`src/shared/sch_pkg.sv`:
```
// shared constants and types for the synthesizer command handler
package sch_pkg;
    // command identifiers
    localparam logic [15:0] CMD_POWER_UP = 16'h080c;
    localparam logic [15:0] CMD_POWER_DOWN = 16'h080d;
    localparam logic [15:0] CMD_PROGRAM = 16'h0803;
    localparam logic [15:0] CMD_TURN_OFF = 16'h0804;
    // completion status codes
    localparam logic [3:0] ST_DONE_OK = 4'h1;
    localparam logic [3:0] ST_PARAM_ERR = 4'h2;
    localparam logic [3:0] ST_PROG_ERR = 4'h3;
    localparam logic [3:0] ST_NO_SETUP = 4'h4;
    localparam logic [3:0] ST_NOT_POWERED = 4'h5;
    // config byte fields
    localparam int CFG_TX_BIT = 0;
    localparam int CFG_DIV_LSB = 1;
    localparam int CFG_DIV_MSB = 6;
    localparam logic [5:0] DEFAULT_DIVIDER = 6'h00;
    // legal tuning window in integer MHz
    localparam logic [15:0] FREQ_MIN_MHZ = 16'h0155;
    localparam logic [15:0] FREQ_MAX_MHZ = 16'h0a00;
    // override entry layout
    localparam int ENTRY_TARGET_BIT = 31;
    localparam logic [7:0] MAX_OVERRIDES = 8'h40;
    // synthesizer power-up timeout in cycles
    localparam logic [7:0] POWER_UP_TIMEOUT = 8'hc8;
    typedef enum {S_IDLE, S_PWR_UP, S_OVR_REQ, S_OVR_WAIT, S_PROGRAM, S_PWR_DOWN, S_DONE} sch_state_e;
endpackage : sch_pkg

```
`src/shared/sch_if.sv`:
```
// command link between host and synthesizer command handler
`timescale 1ns/1ps
`default_nettype none
interface sch_if;
    logic cmd_valid;
    logic cmd_ready;
    logic [15:0] cmd_id;
    logic [15:0] frequency;
    logic [15:0] fractional_frequency;
    logic [7:0] synth_config_byte;
    logic [31:0] override_list_pointer;
    logic trigger;
    logic ovr_req;
    logic [7:0] ovr_index;
    logic ovr_valid;
    logic [31:0] ovr_entry;
    logic ovr_last;
    logic ovr_bad;
    logic done;
    logic [3:0] status;
    logic lock_lost_irq;
    modport device (input cmd_valid, cmd_id, frequency, fractional_frequency, synth_config_byte,
        override_list_pointer, trigger, ovr_valid, ovr_entry, ovr_last, ovr_bad,
        output cmd_ready, ovr_req, ovr_index, done, status, lock_lost_irq);
    modport host (output cmd_valid, cmd_id, frequency, fractional_frequency, synth_config_byte,
        override_list_pointer, trigger, ovr_valid, ovr_entry, ovr_last, ovr_bad,
        input cmd_ready, ovr_req, ovr_index, done, status, lock_lost_irq);
endinterface : sch_if
`default_nettype wire

```
`src/core/sch_device.sv`:
```
// radio-side synthesizer command handler
`timescale 1ns/1ps
`default_nettype none
// Function
// - power-up command powers synth, applies overrides
// - null pointer: no overrides, still power
// - apply only synthesizer-targeted override entries
// - host powers synth before using it
// - host completes setup before power-up
// - bad pointer, entry or length: parameter error
// - power failure: programming error, else success
// - power-down waits trigger, powers down, success
// - power-down also switches analog modules off
// - host re-powers synth after power-down
// - host powers synth down before radio off
// - tune to integer plus fraction over 65536
// - config bit 0 selects receive or transmit
// - nonzero divider: reference 24 MHz over divider
// - lock lost after lock raises interrupt
// - interrupt once per programming, re-armed by programming
// - implicit programming also arms the interrupt
// - illegal frequency or divider: parameter error; code checks frequency and config bit 7, not the divider
// - no setup: no-setup error status
// - not powered: not-powered error status
// - turn-off disables outputs, resets, analog stays
module sch_device
    import sch_pkg::*;
(
    // clock and reset
    input wire logic clk,
    input wire logic rst,
    // command link
    sch_if.device link,
    // radio state from the rest of the core
    input wire logic radio_setup_done,
    input wire logic implicit_program,
    // synthesizer hardware
    input wire logic synth_powered_ok,
    input wire logic synth_lock,
    output logic synth_analog_on,
    output logic synth_running,
    output logic synth_tx_mode,
    output logic [5:0] synth_ref_divider,
    output logic [15:0] synth_freq_int,
    output logic [15:0] synth_freq_frac,
    output logic synth_program_strobe,
    output logic ovr_write,
    output logic [30:0] ovr_write_data
);
    sch_state_e state_q, state_d;
    logic [7:0] idx_q, timer_q;
    logic [3:0] status_q;
    logic done_q, analog_q, run_q, tx_q, prog_q, irq_q;
    logic [5:0] div_q;
    logic [15:0] fint_q, ffrac_q;
    logic wr_q;
    logic [30:0] wr_data_q;
    // lock tracking: armed per programming, fires once
    logic locked_seen_q, irq_armed_q;
    logic [1:0] lock_sync_q;
    logic [1:0] pwr_sync_q;

    wire idle = state_q == S_IDLE;
    wire take = idle && link.cmd_valid;
    wire is_up = link.cmd_id == CMD_POWER_UP;
    wire is_down = link.cmd_id == CMD_POWER_DOWN;
    wire is_prog = link.cmd_id == CMD_PROGRAM;
    wire is_off = link.cmd_id == CMD_TURN_OFF;
    wire [5:0] cfg_div = link.synth_config_byte[CFG_DIV_MSB:CFG_DIV_LSB];
    wire freq_bad = link.frequency < FREQ_MIN_MHZ || link.frequency > FREQ_MAX_MHZ
        || link.synth_config_byte[7];
    wire entry_for_synth = link.ovr_entry[ENTRY_TARGET_BIT];
    wire lock_now = lock_sync_q[1];
    wire powered_now = pwr_sync_q[1];
    wire any_program = (take && is_prog && radio_setup_done && analog_q && !freq_bad) || implicit_program;

    always_comb
    begin
        state_d = state_q;
        case (state_q)
            S_IDLE:
                if (link.cmd_valid)
                begin
                    if (is_up)
                        state_d = S_PWR_UP;
                    else if (is_down)
                        state_d = S_PWR_DOWN;
                    else
                        state_d = S_DONE;
                end
            S_PWR_UP:
                if (powered_now)
                    state_d = (link.override_list_pointer == 32'h0) ? S_DONE : S_OVR_REQ;
                else if (timer_q == POWER_UP_TIMEOUT)
                    state_d = S_DONE;
            S_OVR_REQ:
                state_d = (idx_q >= MAX_OVERRIDES) ? S_DONE : S_OVR_WAIT;
            S_OVR_WAIT:
                if (link.ovr_valid)
                    state_d = (link.ovr_bad || link.ovr_last) ? S_DONE : S_OVR_REQ;
            S_PWR_DOWN:
                if (link.trigger)
                    state_d = S_DONE;
            S_DONE:
                state_d = S_IDLE;
            default:
                state_d = S_IDLE;
        endcase
    end

    always_ff @(posedge clk)
    begin
        if (rst)
        begin
            state_q <= S_IDLE;
            idx_q <= 8'h00;
            timer_q <= 8'h00;
            status_q <= 4'h0;
            done_q <= 1'b0;
            analog_q <= 1'b0;
            run_q <= 1'b0;
            tx_q <= 1'b0;
            div_q <= DEFAULT_DIVIDER;
            fint_q <= 16'h0000;
            ffrac_q <= 16'h0000;
            prog_q <= 1'b0;
            wr_q <= 1'b0;
            wr_data_q <= 31'h0;
            lock_sync_q <= 2'b00;
            pwr_sync_q <= 2'b00;
            locked_seen_q <= 1'b0;
            irq_armed_q <= 1'b0;
            irq_q <= 1'b0;
        end
        else
        begin
            state_q <= state_d;
            lock_sync_q <= {lock_sync_q[0], synth_lock};
            pwr_sync_q <= {pwr_sync_q[0], synth_powered_ok};
            done_q <= 1'b0;
            prog_q <= 1'b0;
            wr_q <= 1'b0;
            irq_q <= 1'b0;
            timer_q <= (state_q == S_PWR_UP) ? timer_q + 8'h01 : 8'h00;
            if (take)
            begin
                idx_q <= 8'h00;
                if (is_up)
                    analog_q <= 1'b1;
                else if (is_prog)
                begin
                    if (!radio_setup_done)
                        status_q <= ST_NO_SETUP;
                    else if (!analog_q)
                        status_q <= ST_NOT_POWERED;
                    else if (freq_bad)
                        status_q <= ST_PARAM_ERR;
                    else
                    begin
                        fint_q <= link.frequency;
                        ffrac_q <= link.fractional_frequency;
                        tx_q <= link.synth_config_byte[CFG_TX_BIT];
                        div_q <= cfg_div;
                        run_q <= 1'b1;
                        prog_q <= 1'b1;
                        status_q <= ST_DONE_OK;
                    end
                end
                else if (is_off)
                begin
                    run_q <= 1'b0;
                    status_q <= ST_DONE_OK;
                end
                else
                    status_q <= ST_PARAM_ERR;
            end
            case (state_q)
                S_PWR_UP:
                    if (powered_now)
                        status_q <= ST_DONE_OK;
                    else if (timer_q == POWER_UP_TIMEOUT)
                    begin
                        status_q <= ST_PROG_ERR;
                        // a failed power-up must not leave the synth looking powered
                        analog_q <= 1'b0;
                    end
                S_OVR_REQ:
                    if (idx_q >= MAX_OVERRIDES)
                        status_q <= ST_PARAM_ERR;
                S_OVR_WAIT:
                    if (link.ovr_valid)
                    begin
                        idx_q <= idx_q + 8'h01;
                        if (link.ovr_bad)
                            status_q <= ST_PARAM_ERR;
                        else if (entry_for_synth)
                        begin
                            wr_q <= 1'b1;
                            wr_data_q <= link.ovr_entry[30:0];
                        end
                    end
                S_PWR_DOWN:
                    if (link.trigger)
                    begin
                        run_q <= 1'b0;
                        analog_q <= 1'b0;
                        status_q <= ST_DONE_OK;
                    end
                S_DONE:
                    done_q <= 1'b1;
                default:
                    ;
            endcase
            if (implicit_program)
                run_q <= 1'b1;
            // lock watch: each programming re-arms once
            if (any_program)
            begin
                locked_seen_q <= 1'b0;
                irq_armed_q <= 1'b1;
            end
            else if (run_q && lock_now)
                locked_seen_q <= 1'b1;
            else if (run_q && locked_seen_q && !lock_now && irq_armed_q)
            begin
                irq_q <= 1'b1;
                irq_armed_q <= 1'b0;
            end
        end
    end

    assign link.cmd_ready = idle;
    assign link.ovr_req = state_q == S_OVR_REQ && idx_q < MAX_OVERRIDES;
    assign link.ovr_index = idx_q;
    assign link.done = done_q;
    assign link.status = status_q;
    assign link.lock_lost_irq = irq_q;
    assign synth_analog_on = analog_q;
    assign synth_running = run_q;
    assign synth_tx_mode = tx_q;
    assign synth_ref_divider = div_q;
    assign synth_freq_int = fint_q;
    assign synth_freq_frac = ffrac_q;
    assign synth_program_strobe = prog_q;
    assign ovr_write = wr_q;
    assign ovr_write_data = wr_data_q;
endmodule : sch_device
`default_nettype wire

```
`src/flat_wrapper.sv`:
```
// flat-port wrapper written by rule: the top's interface ports become plain ports
module sch_device_flat import sch_pkg::*;
  (clk, rst, radio_setup_done, implicit_program, synth_powered_ok, synth_lock, synth_analog_on, synth_running, synth_tx_mode, synth_ref_divider, synth_freq_int, synth_freq_frac, synth_program_strobe, ovr_write, ovr_write_data, link_cmd_valid, link_cmd_id, link_frequency, link_fractional_frequency, link_synth_config_byte, link_override_list_pointer, link_trigger, link_ovr_valid, link_ovr_entry, link_ovr_last, link_ovr_bad, link_cmd_ready, link_ovr_req, link_ovr_index, link_done, link_status, link_lock_lost_irq);
  sch_if link_i ();
  input wire logic clk;
  input wire logic rst;
  input wire logic radio_setup_done;
  input wire logic implicit_program;
  input wire logic synth_powered_ok;
  input wire logic synth_lock;
  output logic synth_analog_on;
  output logic synth_running;
  output logic synth_tx_mode;
  output logic [5:0] synth_ref_divider;
  output logic [15:0] synth_freq_int;
  output logic [15:0] synth_freq_frac;
  output logic synth_program_strobe;
  output logic ovr_write;
  output logic [30:0] ovr_write_data;
  input wire logic [$bits(link_i.cmd_valid)-1:0] link_cmd_valid;
  input wire logic [$bits(link_i.cmd_id)-1:0] link_cmd_id;
  input wire logic [$bits(link_i.frequency)-1:0] link_frequency;
  input wire logic [$bits(link_i.fractional_frequency)-1:0] link_fractional_frequency;
  input wire logic [$bits(link_i.synth_config_byte)-1:0] link_synth_config_byte;
  input wire logic [$bits(link_i.override_list_pointer)-1:0] link_override_list_pointer;
  input wire logic [$bits(link_i.trigger)-1:0] link_trigger;
  input wire logic [$bits(link_i.ovr_valid)-1:0] link_ovr_valid;
  input wire logic [$bits(link_i.ovr_entry)-1:0] link_ovr_entry;
  input wire logic [$bits(link_i.ovr_last)-1:0] link_ovr_last;
  input wire logic [$bits(link_i.ovr_bad)-1:0] link_ovr_bad;
  output wire logic [$bits(link_i.cmd_ready)-1:0] link_cmd_ready;
  output wire logic [$bits(link_i.ovr_req)-1:0] link_ovr_req;
  output wire logic [$bits(link_i.ovr_index)-1:0] link_ovr_index;
  output wire logic [$bits(link_i.done)-1:0] link_done;
  output wire logic [$bits(link_i.status)-1:0] link_status;
  output wire logic [$bits(link_i.lock_lost_irq)-1:0] link_lock_lost_irq;
  assign link_i.cmd_valid = link_cmd_valid;
  assign link_i.cmd_id = link_cmd_id;
  assign link_i.frequency = link_frequency;
  assign link_i.fractional_frequency = link_fractional_frequency;
  assign link_i.synth_config_byte = link_synth_config_byte;
  assign link_i.override_list_pointer = link_override_list_pointer;
  assign link_i.trigger = link_trigger;
  assign link_i.ovr_valid = link_ovr_valid;
  assign link_i.ovr_entry = link_ovr_entry;
  assign link_i.ovr_last = link_ovr_last;
  assign link_i.ovr_bad = link_ovr_bad;
  assign link_cmd_ready = link_i.cmd_ready;
  assign link_ovr_req = link_i.ovr_req;
  assign link_ovr_index = link_i.ovr_index;
  assign link_done = link_i.done;
  assign link_status = link_i.status;
  assign link_lock_lost_irq = link_i.lock_lost_irq;
  sch_device u_core (.clk(clk), .rst(rst), .link(link_i), .radio_setup_done(radio_setup_done), .implicit_program(implicit_program), .synth_powered_ok(synth_powered_ok), .synth_lock(synth_lock), .synth_analog_on(synth_analog_on), .synth_running(synth_running), .synth_tx_mode(synth_tx_mode), .synth_ref_divider(synth_ref_divider), .synth_freq_int(synth_freq_int), .synth_freq_frac(synth_freq_frac), .synth_program_strobe(synth_program_strobe), .ovr_write(ovr_write), .ovr_write_data(ovr_write_data));
endmodule
```
`config.mk`:
```
export PLATFORM = sky130hd
export DESIGN_NAME = sch_device_flat
export DESIGN_NICKNAME = d
export VERILOG_FILES = /design/src/shared/sch_pkg.sv /design/src/shared/sch_if.sv /design/src/core/sch_device.sv /design/src/flat_wrapper.sv
export SDC_FILE = /design/constraint.sdc
export NUM_CORES = 1
export LEC_CHECK = 0
export BUFFER_PORTS_ARGS = -buffer_cell sky130_fd_sc_hd__buf_2
export CORE_ASPECT_RATIO = 0.75
export CORE_MARGIN = 3
export CORE_UTILIZATION = 40
export CTS_CLUSTER_DIAMETER = 50
export DETAILED_ROUTE_END_ITERATION = 16
export PLACE_DENSITY_LB_ADDON = 0.15
export SLEW_MARGIN = 30
export SYNTH_ARGS = -nofsm -noshare
export SYNTH_HDL_FRONTEND = slang
export SYNTH_SLANG_ARGS = --single-unit
export TNS_END_PERCENT = 10
```
`constraint.sdc`:
```
create_clock -name clk -period 2.3 [get_ports clk]
set_clock_uncertainty 0.15 [all_clocks]
set_input_delay 0.575 -clock clk [delete_from_list [all_inputs] [get_ports clk]]
set_output_delay 0.575 -clock clk [all_outputs]
set_load 0.05 [all_outputs]
```
==> impl_results.md, run 1 <==
- Starting Density: 0.424
- WP data arrival: 1.47 ns
- I/O Buffers: 220
- I/O pin count: 221
- Setup CP Type: reg -> out
- RD Place Congestion: 0.865
- Critical-path top delay cell: dfxtp_2
- Final setup violation count: 0
- Initial antenna violation count: 0
- Dpl hpwl: 10600 um
- Post-Synthesis Cells: 545
- Fillers: 1001
- Sequential-to-total area share from yosys stat: 0.466
- PwrDens: 740 nW/um^2
- DP Area: 5900 sq um
- Async SR Flop Fraction: 0
- GRT Util Overall: 0.215
- Ys flop type: dfxtp_1
- Total wire length: 14100 um
- CTS Buf Count: 9
- Syn Nets: 679
- R2R setup slack: 0.28 ns
- Reg2Reg Depth: 6
- Remaining global-route overflow: 0
- Vias per cell: 5.31
- CTS Root Buffer Type: clkbuf_16
- Total power: 0.00461 W
- Clock Tree Buf Depth: 2
- Total core area: 10700 sq um
- Multi-input logic area: 2240 sq um
- Worst-Skew Late Latency: 0.34 ns
- Hold Fails Final Rpt: 0
- Hold_buf cts: 0
- Wire per inst: 15.5 um
- Status: finished clean
- VDD IR-drop max: 0.000465 V
- Die H: 98.0 um
- Synthesized cell area: 4510 sq um
- LEAKAGE: 2.70 nW
- Post-synth EDFFs: 0
- DRC violation total after the first TritonRoute iteration: 230
- Crit-path max cell delay: 0.39 ns
- Max FO, Critical Path: 9
- CTS tree: yes
- Slew Limit Fails: 0
- Avg Cell Area, Syn: 8.28 sq um
- Vias in the first global route: 4610
- Crit path time final: 2.20 ns
- Antenna diodes: 0
- FP Rows: 32
- Die Footprint: 12600 sq um
- Storage element area: 2100 sq um
- Critical R2R Capture: u_core.state_q[1]
- Clock slew at reported path FFs: 0.07 ns
- Design area: 6230 sq um
- Worst path bufs/invs: 2
- Die width: 129 um
- Hold/Removal Path Class: reg -> reg
- Critical path required time: 1.57 ns
- H-tree levels: 3
- Max-slew headroom: 0.689
- RR Startpoint: u_core.state_q[1]
- Crit start category: flop
- Distinct cells, synth: 61
- Global-route wire length before repair: 22500 um
- Period Utilization, post-route: 0.956
- Worst path depth: 4
- CP startpoint: u_core.state_q[2]
- Post-CTS setup buffer count: 0
- Total Neg Setup Slack: 0 ns
- Unrepaired setup endpoints after global routing: no
- Nets: 899
- Delay-heaviest family, CP: simple AND/OR/NAND/NOR gates
- Layout cells sized above 1: 0.368
- F_max: 455 MHz
- Pre-Repair DR Iteration Count: 5
- Post-route ant nets: 0
- Max_cap viols: 0
- DR vias: 4809
- Crit path cell chain: nor4_2, nand2_1, inv_1, clkbuf_4
- Crit. End Element: output port
- # DRC: 0
- Area growth syn-to-layout: 38.0%
- Worst setup path end: link_ovr_req
- Worst slew pin tran: 0.463 ns
- Synth Register Bits: 105
- CTS sink count: 105
- Ys Warns: 0
- Post-CTS Resized: 2
- Pin count of the biggest net entering global routing: 67
[power by group]
part	switching [W]	internal, W
combinational	0.000631	0.000423
clock	0.000693	0.000887
sequential	0.000101	0.00188
total	0.00142	0.00319
[area by class of cell]
cell class / count / share of cell area
multi-input cells: 397 / 0.359
flip-flops and latches: 105 / 0.338
repair buffers: 246 / 0.222
clock buffers: 10 / 0.0384
well taps: 136 / 0.0273
clock inverters: 6 / 0.0121
inverters: 6 / 0.00362
[cells by family after synthesis]
group           Yosys count  synth area share
mux                       2           0.00471
compound gates          148             0.182
simple gates            233             0.274
buf+inv                  43            0.0432
fa+ha+maj                 3           0.00832
xor+xnor                 11            0.0213
flops                   105             0.466
[state kept, by name, indices dropped and copies added (netlist names), 2 cells and up]
| signal | flops |
|---|---|
| u_core.synth_freq_frac | 16 |
| u_core.lock_sync_q | 2 |
| u_core.pwr_sync_q | 2 |
| u_core.state_q | 3 |
| u_core.timer_q | 8 |
| u_core.synth_freq_int | 16 |
| u_core.link.ovr_index | 8 |
| u_core.ovr_write_data | 31 |
| u_core.link.status | 4 |
| u_core.synth_ref_divider | 6 |
[cells in the mapped netlist (4+ instances only)]
| library cell | n | share of area |
|---|---|---|
| a21oi_1 | 81 | 0.090 |
| and3_1 | 5 | 0.0069 |
| buf_2 | 8 | 0.0089 |
| clkbuf_1 | 25 | 0.021 |
| dfxtp_1 | 105 | 0.47 |
| inv_1 | 6 | 0.0050 |
| nand2_1 | 87 | 0.072 |
| nand3_1 | 44 | 0.049 |
| nand3b_1 | 4 | 0.0067 |
| nand4_1 | 4 | 0.0055 |
| nor2_1 | 27 | 0.022 |
| nor2b_1 | 6 | 0.0083 |
| nor3_1 | 7 | 0.0078 |
| nor3b_1 | 5 | 0.0083 |
| nor4_1 | 16 | 0.022 |
| o21ai_0 | 12 | 0.013 |
| o21ai_1 | 30 | 0.033 |
| xor2_1 | 9 | 0.017 |
[routing by layer]
layer / vias to the layer above / share of wire / global-route usage
li1: 2372 / - / -
met1: 2232 / 0.44 / 0.292
met2: 190 / 0.46 / 0.333
met3: 15 / 0.086 / 0.0667
met4: 0 / 0.012 / 0.0565
met5: - / 0 / 0
[worst min-delay path by stage]
| stage | from | to | slack, ns | cells past startpoint |
|---|---|---|---|---|
| after global placement | u_core.pwr_sync_q[0] | u_core.pwr_sync_q[1] | 0.28 | 1 |
| after detailed placement | u_core.pwr_sync_q[0] | u_core.pwr_sync_q[1] | 0.28 | 1 |
| after floorplan | u_core.lock_sync_q[0] | u_core.lock_sync_q[1] | 0.26 | 1 |
| after CTS | synth_lock | u_core.lock_sync_q[0] | 0.28 | 2 |
| final | u_core.pwr_sync_q[0] | u_core.pwr_sync_q[1] | 0.29 | 1 |
| after global routing | synth_lock | u_core.lock_sync_q[0] | 0.28 | 2 |
[cells in the final DEF, fill, tap and decap left out, drive strengths merged, types with 2 or more instances in the layout]
cell type / n
a211oi: 3
a21oi: 81
a221oi: 2
a31oi: 3
and3: 5
and3b: 2
and4: 2
buf: 245
clkbuf: 11
clkinv: 3
dfxtp: 105
ha: 3
inv: 7
nand2: 87
nand2b: 3
nand3: 45
nand3b: 4
nand4: 5
nor2: 28
nor2b: 6
nor3: 8
nor3b: 5
nor4: 18
nor4b: 3
o21ai: 42
o21bai: 2
o311a: 3
or3: 2
or3b: 2
xnor2: 2
xor2: 9
[metrics by stage]
step,util,setup slack (ns),hold WS [ns],std cells
final,0.585,0.101,0.294,906
after global placement,0.554,-0.0174,0.284,890
after detailed placement,0.554,-0.121,0.283,890
after floorplan,-,0.0978,0.264,545
after global routing,0.585,0.0358,0.277,906
after CTS,0.584,0.0000708,0.279,906
No activity file was read; power rests on OpenSTA's default activity.
==> run 2: changes to the inputs <==
--- a/config.mk
+++ b/config.mk
@@ -11,6 +11,7 @@
 export CORE_UTILIZATION = 40
 export CTS_CLUSTER_DIAMETER = 50
 export DETAILED_ROUTE_END_ITERATION = 16
+export MAX_ROUTING_LAYER = met4
 export PLACE_DENSITY_LB_ADDON = 0.15
 export SLEW_MARGIN = 30
 export SYNTH_ARGS = -nofsm -noshare
==> run 2 against run 1 <==
Effect of this change:
- non-clock buffer count is the same
- cell area is the same
- global-route usage rose by 0.70 points
- flip-flop and latch count unchanged
- critical endpoint unchanged
- largest power group unchanged
==> impl_results.md, run 2 (same netlist as run 1, synthesis figures left out) <==
- DP Area: 5900 sq um (unchanged)
- DR vias: 4820 (was 4809)
- Crit path cell chain: buf_4, nand2_1, inv_1, clkbuf_4 (was nor4_2, nand2_1, inv_1, clkbuf_4)
- I/O Buffers: 220 (unchanged)
- F_max: 457 MHz (was 455 MHz)
- Status: finished clean (unchanged)
- Hold Fails Final Rpt: 0 (unchanged)
- PwrDens: 740 nW/um^2 (about the same)
- Total wire length: 14100 um (about the same)
- Max-slew headroom: 0.691 (was 0.689)
- Layout cells sized above 1: 0.368 (unchanged)
- Final Non-Filler Cells: 906 (unchanged)
- Post-CTS setup buffer count: 0 (unchanged)
- GRT Util Overall: 0.222 (was 0.215)
- RD Place Congestion: 0.879 (was 0.865)
- Commonest non-fill, non-tap cell in the layout: buf_2 (unchanged)
- Vias in the first global route: 4618 (was 4610)
- Starting Density: 0.424 (unchanged)
- CTS sink count: 105 (unchanged)
- Fillers: 1001 (unchanged)
- Pin count of the biggest net entering global routing: 67 (unchanged)
- Setup ws final: 0.110 ns (was 0.101 ns)
- DP Cell Count: 890 (unchanged)
- Antenna diodes: 0 (unchanged)
- CTS Root Buffer Type: clkbuf_16 (unchanged)
- Crit. End Element: output port (unchanged)
- Initial antenna violation count: 0 (unchanged)
- Area growth syn-to-layout: 38.0% (unchanged)
- Critical path required time: 1.57 ns (about the same)
- Crit path time final: 2.19 ns (was 2.20 ns)
- Largest register FFs: 31 (unchanged)
- Global-route wire length before repair: 22500 um (about the same)
- Most frequent cells in the layout: buf_2, dfxtp_1, nand2_1, a21oi_1, nand3_1 (unchanged)
- DRC violation total after the first TritonRoute iteration: 224 (was 230)
- Nets: 899 (unchanged)
- Critical-path top delay cell: dfxtp_1 (was dfxtp_2)
- Max FO, Critical Path: 10 (was 9)
- Slew Limit Fails: 0 (unchanged)
- LEAKAGE: 2.70 nW (unchanged)
- Clock slew at reported path FFs: 0.07 ns (about the same)
- Worst-Skew Late Latency: 0.34 ns (about the same)
- Period Utilization, post-route: 0.952 (was 0.956)
- CTS Buf Count: 9 (unchanged)
- # DRC: 0 (unchanged)
- Min Hold Slack: 0.294 ns (about the same)
- Clock Tree Buf Depth: 2 (unchanged)
- Post-route ant nets: 0 (unchanged)
- Die Footprint: 12600 sq um (unchanged)
- Remaining global-route overflow: 0 (unchanged)
- Die H: 98.0 um (unchanged)
- CTS tree: yes (unchanged)
- Final setup violation count: 0 (unchanged)
- Max_cap viols: 0 (unchanged)
- Unrepaired setup endpoints after global routing: no (unchanged)
- Hold/Removal Path Class: reg -> reg (unchanged)
- Wire per inst: 15.5 um (about the same)
- I/O pin count: 221 (unchanged)
- WP data arrival: 1.46 ns (was 1.47 ns)
- Setup CP Type: reg -> out (unchanged)
- Die width: 129 um (unchanged)
- Vias per cell: 5.32 (was 5.31)
- VDD IR-drop max: 0.000464 V (was 0.000465 V)
- Total core area: 10700 sq um (unchanged)
- Crit-path max cell delay: 0.56 ns (was 0.39 ns)
- Post-place setup slack: -0.121 ns (unchanged)
- Design area: 6230 sq um (unchanged)
- Crit start category: flop (unchanged)
- Total power: 0.00461 W (about the same)
- H-tree levels: 3 (unchanged)
- Pre-Repair DR Iteration Count: 5 (unchanged)
- Worst slew pin tran: 0.460 ns (was 0.463 ns)
- Dpl hpwl: 10600 um (unchanged)
- FP Rows: 32 (unchanged)
run 2: cell counts in the layout (fill, tap and decap cells not counted):
Identical to the previous run, type by type.
run 2: layout make-up:
class	instances	area, sq um	share of cell area
clock buffer	10	239	0.0384
clock inverter	6	75.1	0.0121
sequential	105	2100	0.338
inverter	6	22.5	0.00362
timing repair buffer	246	1380	0.222
multi-input combinational	397	2240	0.359
tap	136	170	0.0273
run 2: path summary, 6_finish.rpt:
check                                     startpoint                    to  slack, ns  cells past startpoint
worst max register to register     u_core.state_q[1]     u_core.state_q[1]       0.28                      6
worst min register to register  u_core.pwr_sync_q[0]  u_core.pwr_sync_q[1]       0.29                      1
worst max-delay path               u_core.state_q[1]          link_ovr_req       0.11                      4
worst min-delay path            u_core.pwr_sync_q[0]  u_core.pwr_sync_q[1]       0.29                      1
run 2: through the flow:
stage,TNS (ns),utilization
after global routing,0,0.585
after floorplan,0,-
after global placement,-0.0955,0.554
final,0,0.585
after CTS,0,0.584
after detailed placement,-1.63,0.554
run 2: power breakdown:
group	switching [W]	leakage [nW]	total, W	internal [W]
Sequential	0.0000984	0.849	0.00198	0.00188
Clock	0.000692	0.151	0.00158	0.000887
Combinational	0.000632	1.71	0.00106	0.000423
run 2: critical path, delay by kind of cell (launching register included):
family,cells,cell delay (ns)
buf+inv,3,0.49
flops,1,0.56
simple gates,1,0.08
run 2: repair_timing:
action / in CTS / in global routing
setup endpoints to repair: 2 / 2
hold buffers: 0 / 0
gates resized for setup: 2 / 4
run 2: metal layers:
metal | vias up | wire, um | GRT usage
met1 | 2221 | 6180 | 0.299
li1 | 2373 | - | -
met4 | 0 | 164 | 0.0541
met2 | 211 | 6480 | 0.332
met3 | 15 | 1240 | 0.0601
met5 | - | 0 | -
==> run 3: changes to the inputs <==
--- a/config.mk
+++ b/config.mk
@@ -6,13 +6,14 @@
 export NUM_CORES = 1
 export LEC_CHECK = 0
 export BUFFER_PORTS_ARGS = -buffer_cell sky130_fd_sc_hd__buf_2
+export CAP_MARGIN = 20
 export CORE_ASPECT_RATIO = 0.75
 export CORE_MARGIN = 3
 export CORE_UTILIZATION = 40
 export CTS_CLUSTER_DIAMETER = 50
 export DETAILED_ROUTE_END_ITERATION = 16
 export MAX_ROUTING_LAYER = met4
-export PLACE_DENSITY_LB_ADDON = 0.15
+export PLACE_DENSITY = 0.7
 export SLEW_MARGIN = 30
 export SYNTH_ARGS = -nofsm -noshare
 export SYNTH_HDL_FRONTEND = slang
==> run 3 against run 2 <==
Effect of this change:
- non-clock buffer count rose by 2
- fmax fell by 0.81%
- final cell count rose by 0.11%
- largest cell class unchanged
- count of clock-buffer cells in the layout decreased by 1
- combinational power hardly changed
==> impl_results.md, run 3 (same netlist as run 1, synthesis figures left out) <==
- Final Non-Filler Cells: 907 (was 906)
- CTS Root Buffer Type: clkbuf_16 (unchanged)
- CTS Buf Count: 9 (unchanged)
- Worst slew pin tran: 0.469 ns (was 0.460 ns)
- Wire per inst: 15.3 um (was 15.5 um)
- Status: finished clean (unchanged)
- Nets: 901 (was 899)
- F_max: 453 MHz (was 457 MHz)
- CTS tree: yes (unchanged)
- Critical path required time: 1.57 ns (about the same)
- Crit path time final: 2.21 ns (was 2.19 ns)
- Critical R2R Capture: u_core.state_q[2] (was u_core.state_q[1])
- DRC violation total after the first TritonRoute iteration: 230 (was 224)
- PwrDens: 743 nW/um^2 (was 740 nW/um^2)
- Total Neg Setup Slack: 0 ns (unchanged)
- RD Place Congestion: 0.936 (was 0.879)
- Layout cells sized above 1: 0.366 (was 0.368)
- # DRC: 0 (unchanged)
- LEAKAGE: 2.71 nW (was 2.70 nW)
- WP data arrival: 1.48 ns (was 1.46 ns)
- Post-CTS setup buffer count: 0 (unchanged)
- Die H: 98.0 um (unchanged)
- CP startpoint: u_core.state_q[2] (was u_core.state_q[1])
- Core Util, Final: 0.583 (was 0.585)
- Post-CTS Resized: 0 (was 2)
- Starting Density: 0.424 (unchanged)
- Unrepaired setup endpoints after global routing: no (unchanged)
- Period Utilization, post-route: 0.960 (was 0.952)
- Max FO, Critical Path: 11 (was 10)
- Clock Tree Buf Depth: 2 (unchanged)
- Reg2Reg Depth: 3 (was 6)
- Hold/Removal Path Class: reg -> reg (unchanged)
- Setup ws final: 0.0922 ns (was 0.110 ns)
- Worst setup path end: link_cmd_ready (was link_ovr_req)
- Max_cap viols: 0 (unchanged)
- Dpl hpwl: 10500 um (was 10600 um)
- Remaining global-route overflow: 0 (unchanged)
- Hold_buf cts: 0 (unchanged)
- Switching Fraction: 0.299 (was 0.308)
- Area growth syn-to-layout: 37.6% (was 38.0%)
- Pin count of the biggest net entering global routing: 37 (was 67)
- I/O Buffers: 220 (unchanged)
- GRT Max-Usage Layer: met2 (unchanged)
- Antenna diodes: 0 (unchanged)
- I/O pin count: 221 (unchanged)
- Total core area: 10700 sq um (unchanged)
- Commonest non-fill, non-tap cell in the layout: buf_2 (unchanged)
- Met2 Use GR: 0.326 (was 0.332)
- GRT Util Overall: 0.213 (was 0.222)
- FP Rows: 32 (unchanged)
- CTS sink count: 105 (unchanged)
- Hold Fails Final Rpt: 0 (unchanged)
- Logic pwr share: 0.226 (was 0.229)
- Slew Limit Fails: 0 (unchanged)
- GRT met1 Usage: 0.276 (was 0.299)
- DR vias: 4768 (was 4820)
- DP Area: 5890 sq um (was 5900 sq um)
- Worst-Skew Late Latency: 0.34 ns (about the same)
- Setup CP Type: reg -> out (unchanged)
- DP Cell Count: 892 (was 890)
- Die width: 129 um (unchanged)
- NetSw: 0.00138 W (was 0.00142 W)
- Flop pwr share: 0.423 (was 0.429)
- Design area: 6210 sq um (was 6230 sq um)
- Share of power burned in the clock network: 0.352 (was 0.343)
- Post-route ant nets: 0 (unchanged)
- Max-slew headroom: 0.686 (was 0.691)
- Internal: 0.00323 W (was 0.00319 W)
- Pre-Repair DR Iteration Count: 5 (unchanged)
- Crit. End Element: output port (unchanged)
- Clock slew at reported path FFs: 0.06 ns (was 0.07 ns)
- Most frequent cells in the layout: buf_2, dfxtp_1, nand2_1, a21oi_1, nand3_1 (unchanged)
- Initial antenna violation count: 0 (unchanged)
- Largest register FFs: 31 (unchanged)
- Crit start category: flop (unchanged)
- Final setup violation count: 0 (unchanged)
- Vias per cell: 5.26 (was 5.32)
- Global-route wire length before repair: 21700 um (was 22500 um)
- RR Startpoint: u_core.state_q[0] (was u_core.state_q[1])
- Met3 usage: 0.0683 (was 0.0601)
- Vias in the first global route: 4533 (was 4618)
- Post-place setup slack: -0.0843 ns (was -0.121 ns)
- Total wire length: 13900 um (was 14100 um)
- H-tree levels: 3 (unchanged)
- Die Footprint: 12600 sq um (unchanged)
- R2R setup slack: 0.27 ns (was 0.28 ns)
- VDD IR-drop max: 0.000546 V (was 0.000464 V)
## run 3: cell types whose count changed in the layout (fill, tap and decap cells not counted), moves of 2 or more
cell / previous run / this run
buf_4: 20 / 24
clkinv_4: 3 / 0
buf_12: 6 / 4
dfxtp_1: 103 / 105
dfxtp_2: 2 / 0
inv_6: 0 / 2
## run 3: area by class of cell
cell class | count | area, sq um
fillers | 967 | 4440
clock inverters | 6 | 90.1
well taps | 136 | 170
multi-input cells | 397 | 2240
flip-flops and latches | 105 | 2100
inverters | 6 | 22.5
clock buffers | 9 | 225
repair buffers | 248 | 1360
## run 3: critical path: stages (launching register included)
cell and delay [ns]:
dfxtp_1 0.40, buf_4 0.22, nor3_2 0.25, clkbuf_4 0.28
## run 3: metal layers
metal / share of wire / vias to the layer above
met2: 0.44 / 214
li1: - / 2373
met3: 0.099 / 14
met5: 0 / -
met4: 0.010 / 0
met1: 0.45 / 2167
## run 3: how the worst min path moves through the flow
stage                          startpoint                     to  cells after the start
finish               u_core.pwr_sync_q[0]   u_core.pwr_sync_q[1]                      1
CTS                            synth_lock  u_core.lock_sync_q[0]                      2
floorplan           u_core.lock_sync_q[0]  u_core.lock_sync_q[1]                      1
global route                   synth_lock  u_core.lock_sync_q[0]                      2
detailed placement   u_core.pwr_sync_q[0]   u_core.pwr_sync_q[1]                      1
global placement     u_core.pwr_sync_q[0]   u_core.pwr_sync_q[1]                      1
## run 3: stage by stage
stage	power, W	hold slack (ns)
after floorplan	0.00261	0.264
after global placement	0.00299	0.270
after detailed placement	0.00300	0.279
after CTS	0.00464	0.282
after global routing	0.00482	0.288
final	0.00461	0.291
## run 3: power groups by stage
| stage | Combinational, W | Sequential, W | Clock (W) |
|---|---|---|---|
| CTS | 0.00102 | 0.00194 | 0.00167 |
| finish | 0.00104 | 0.00195 | 0.00162 |
| detailed placement | 0.00101 | 0.00198 | 0 |
| global placement | 0.00101 | 0.00198 | 0 |
| floorplan | 0.000561 | 0.00205 | 0 |
| global route | 0.00113 | 0.00196 | 0.00174 |
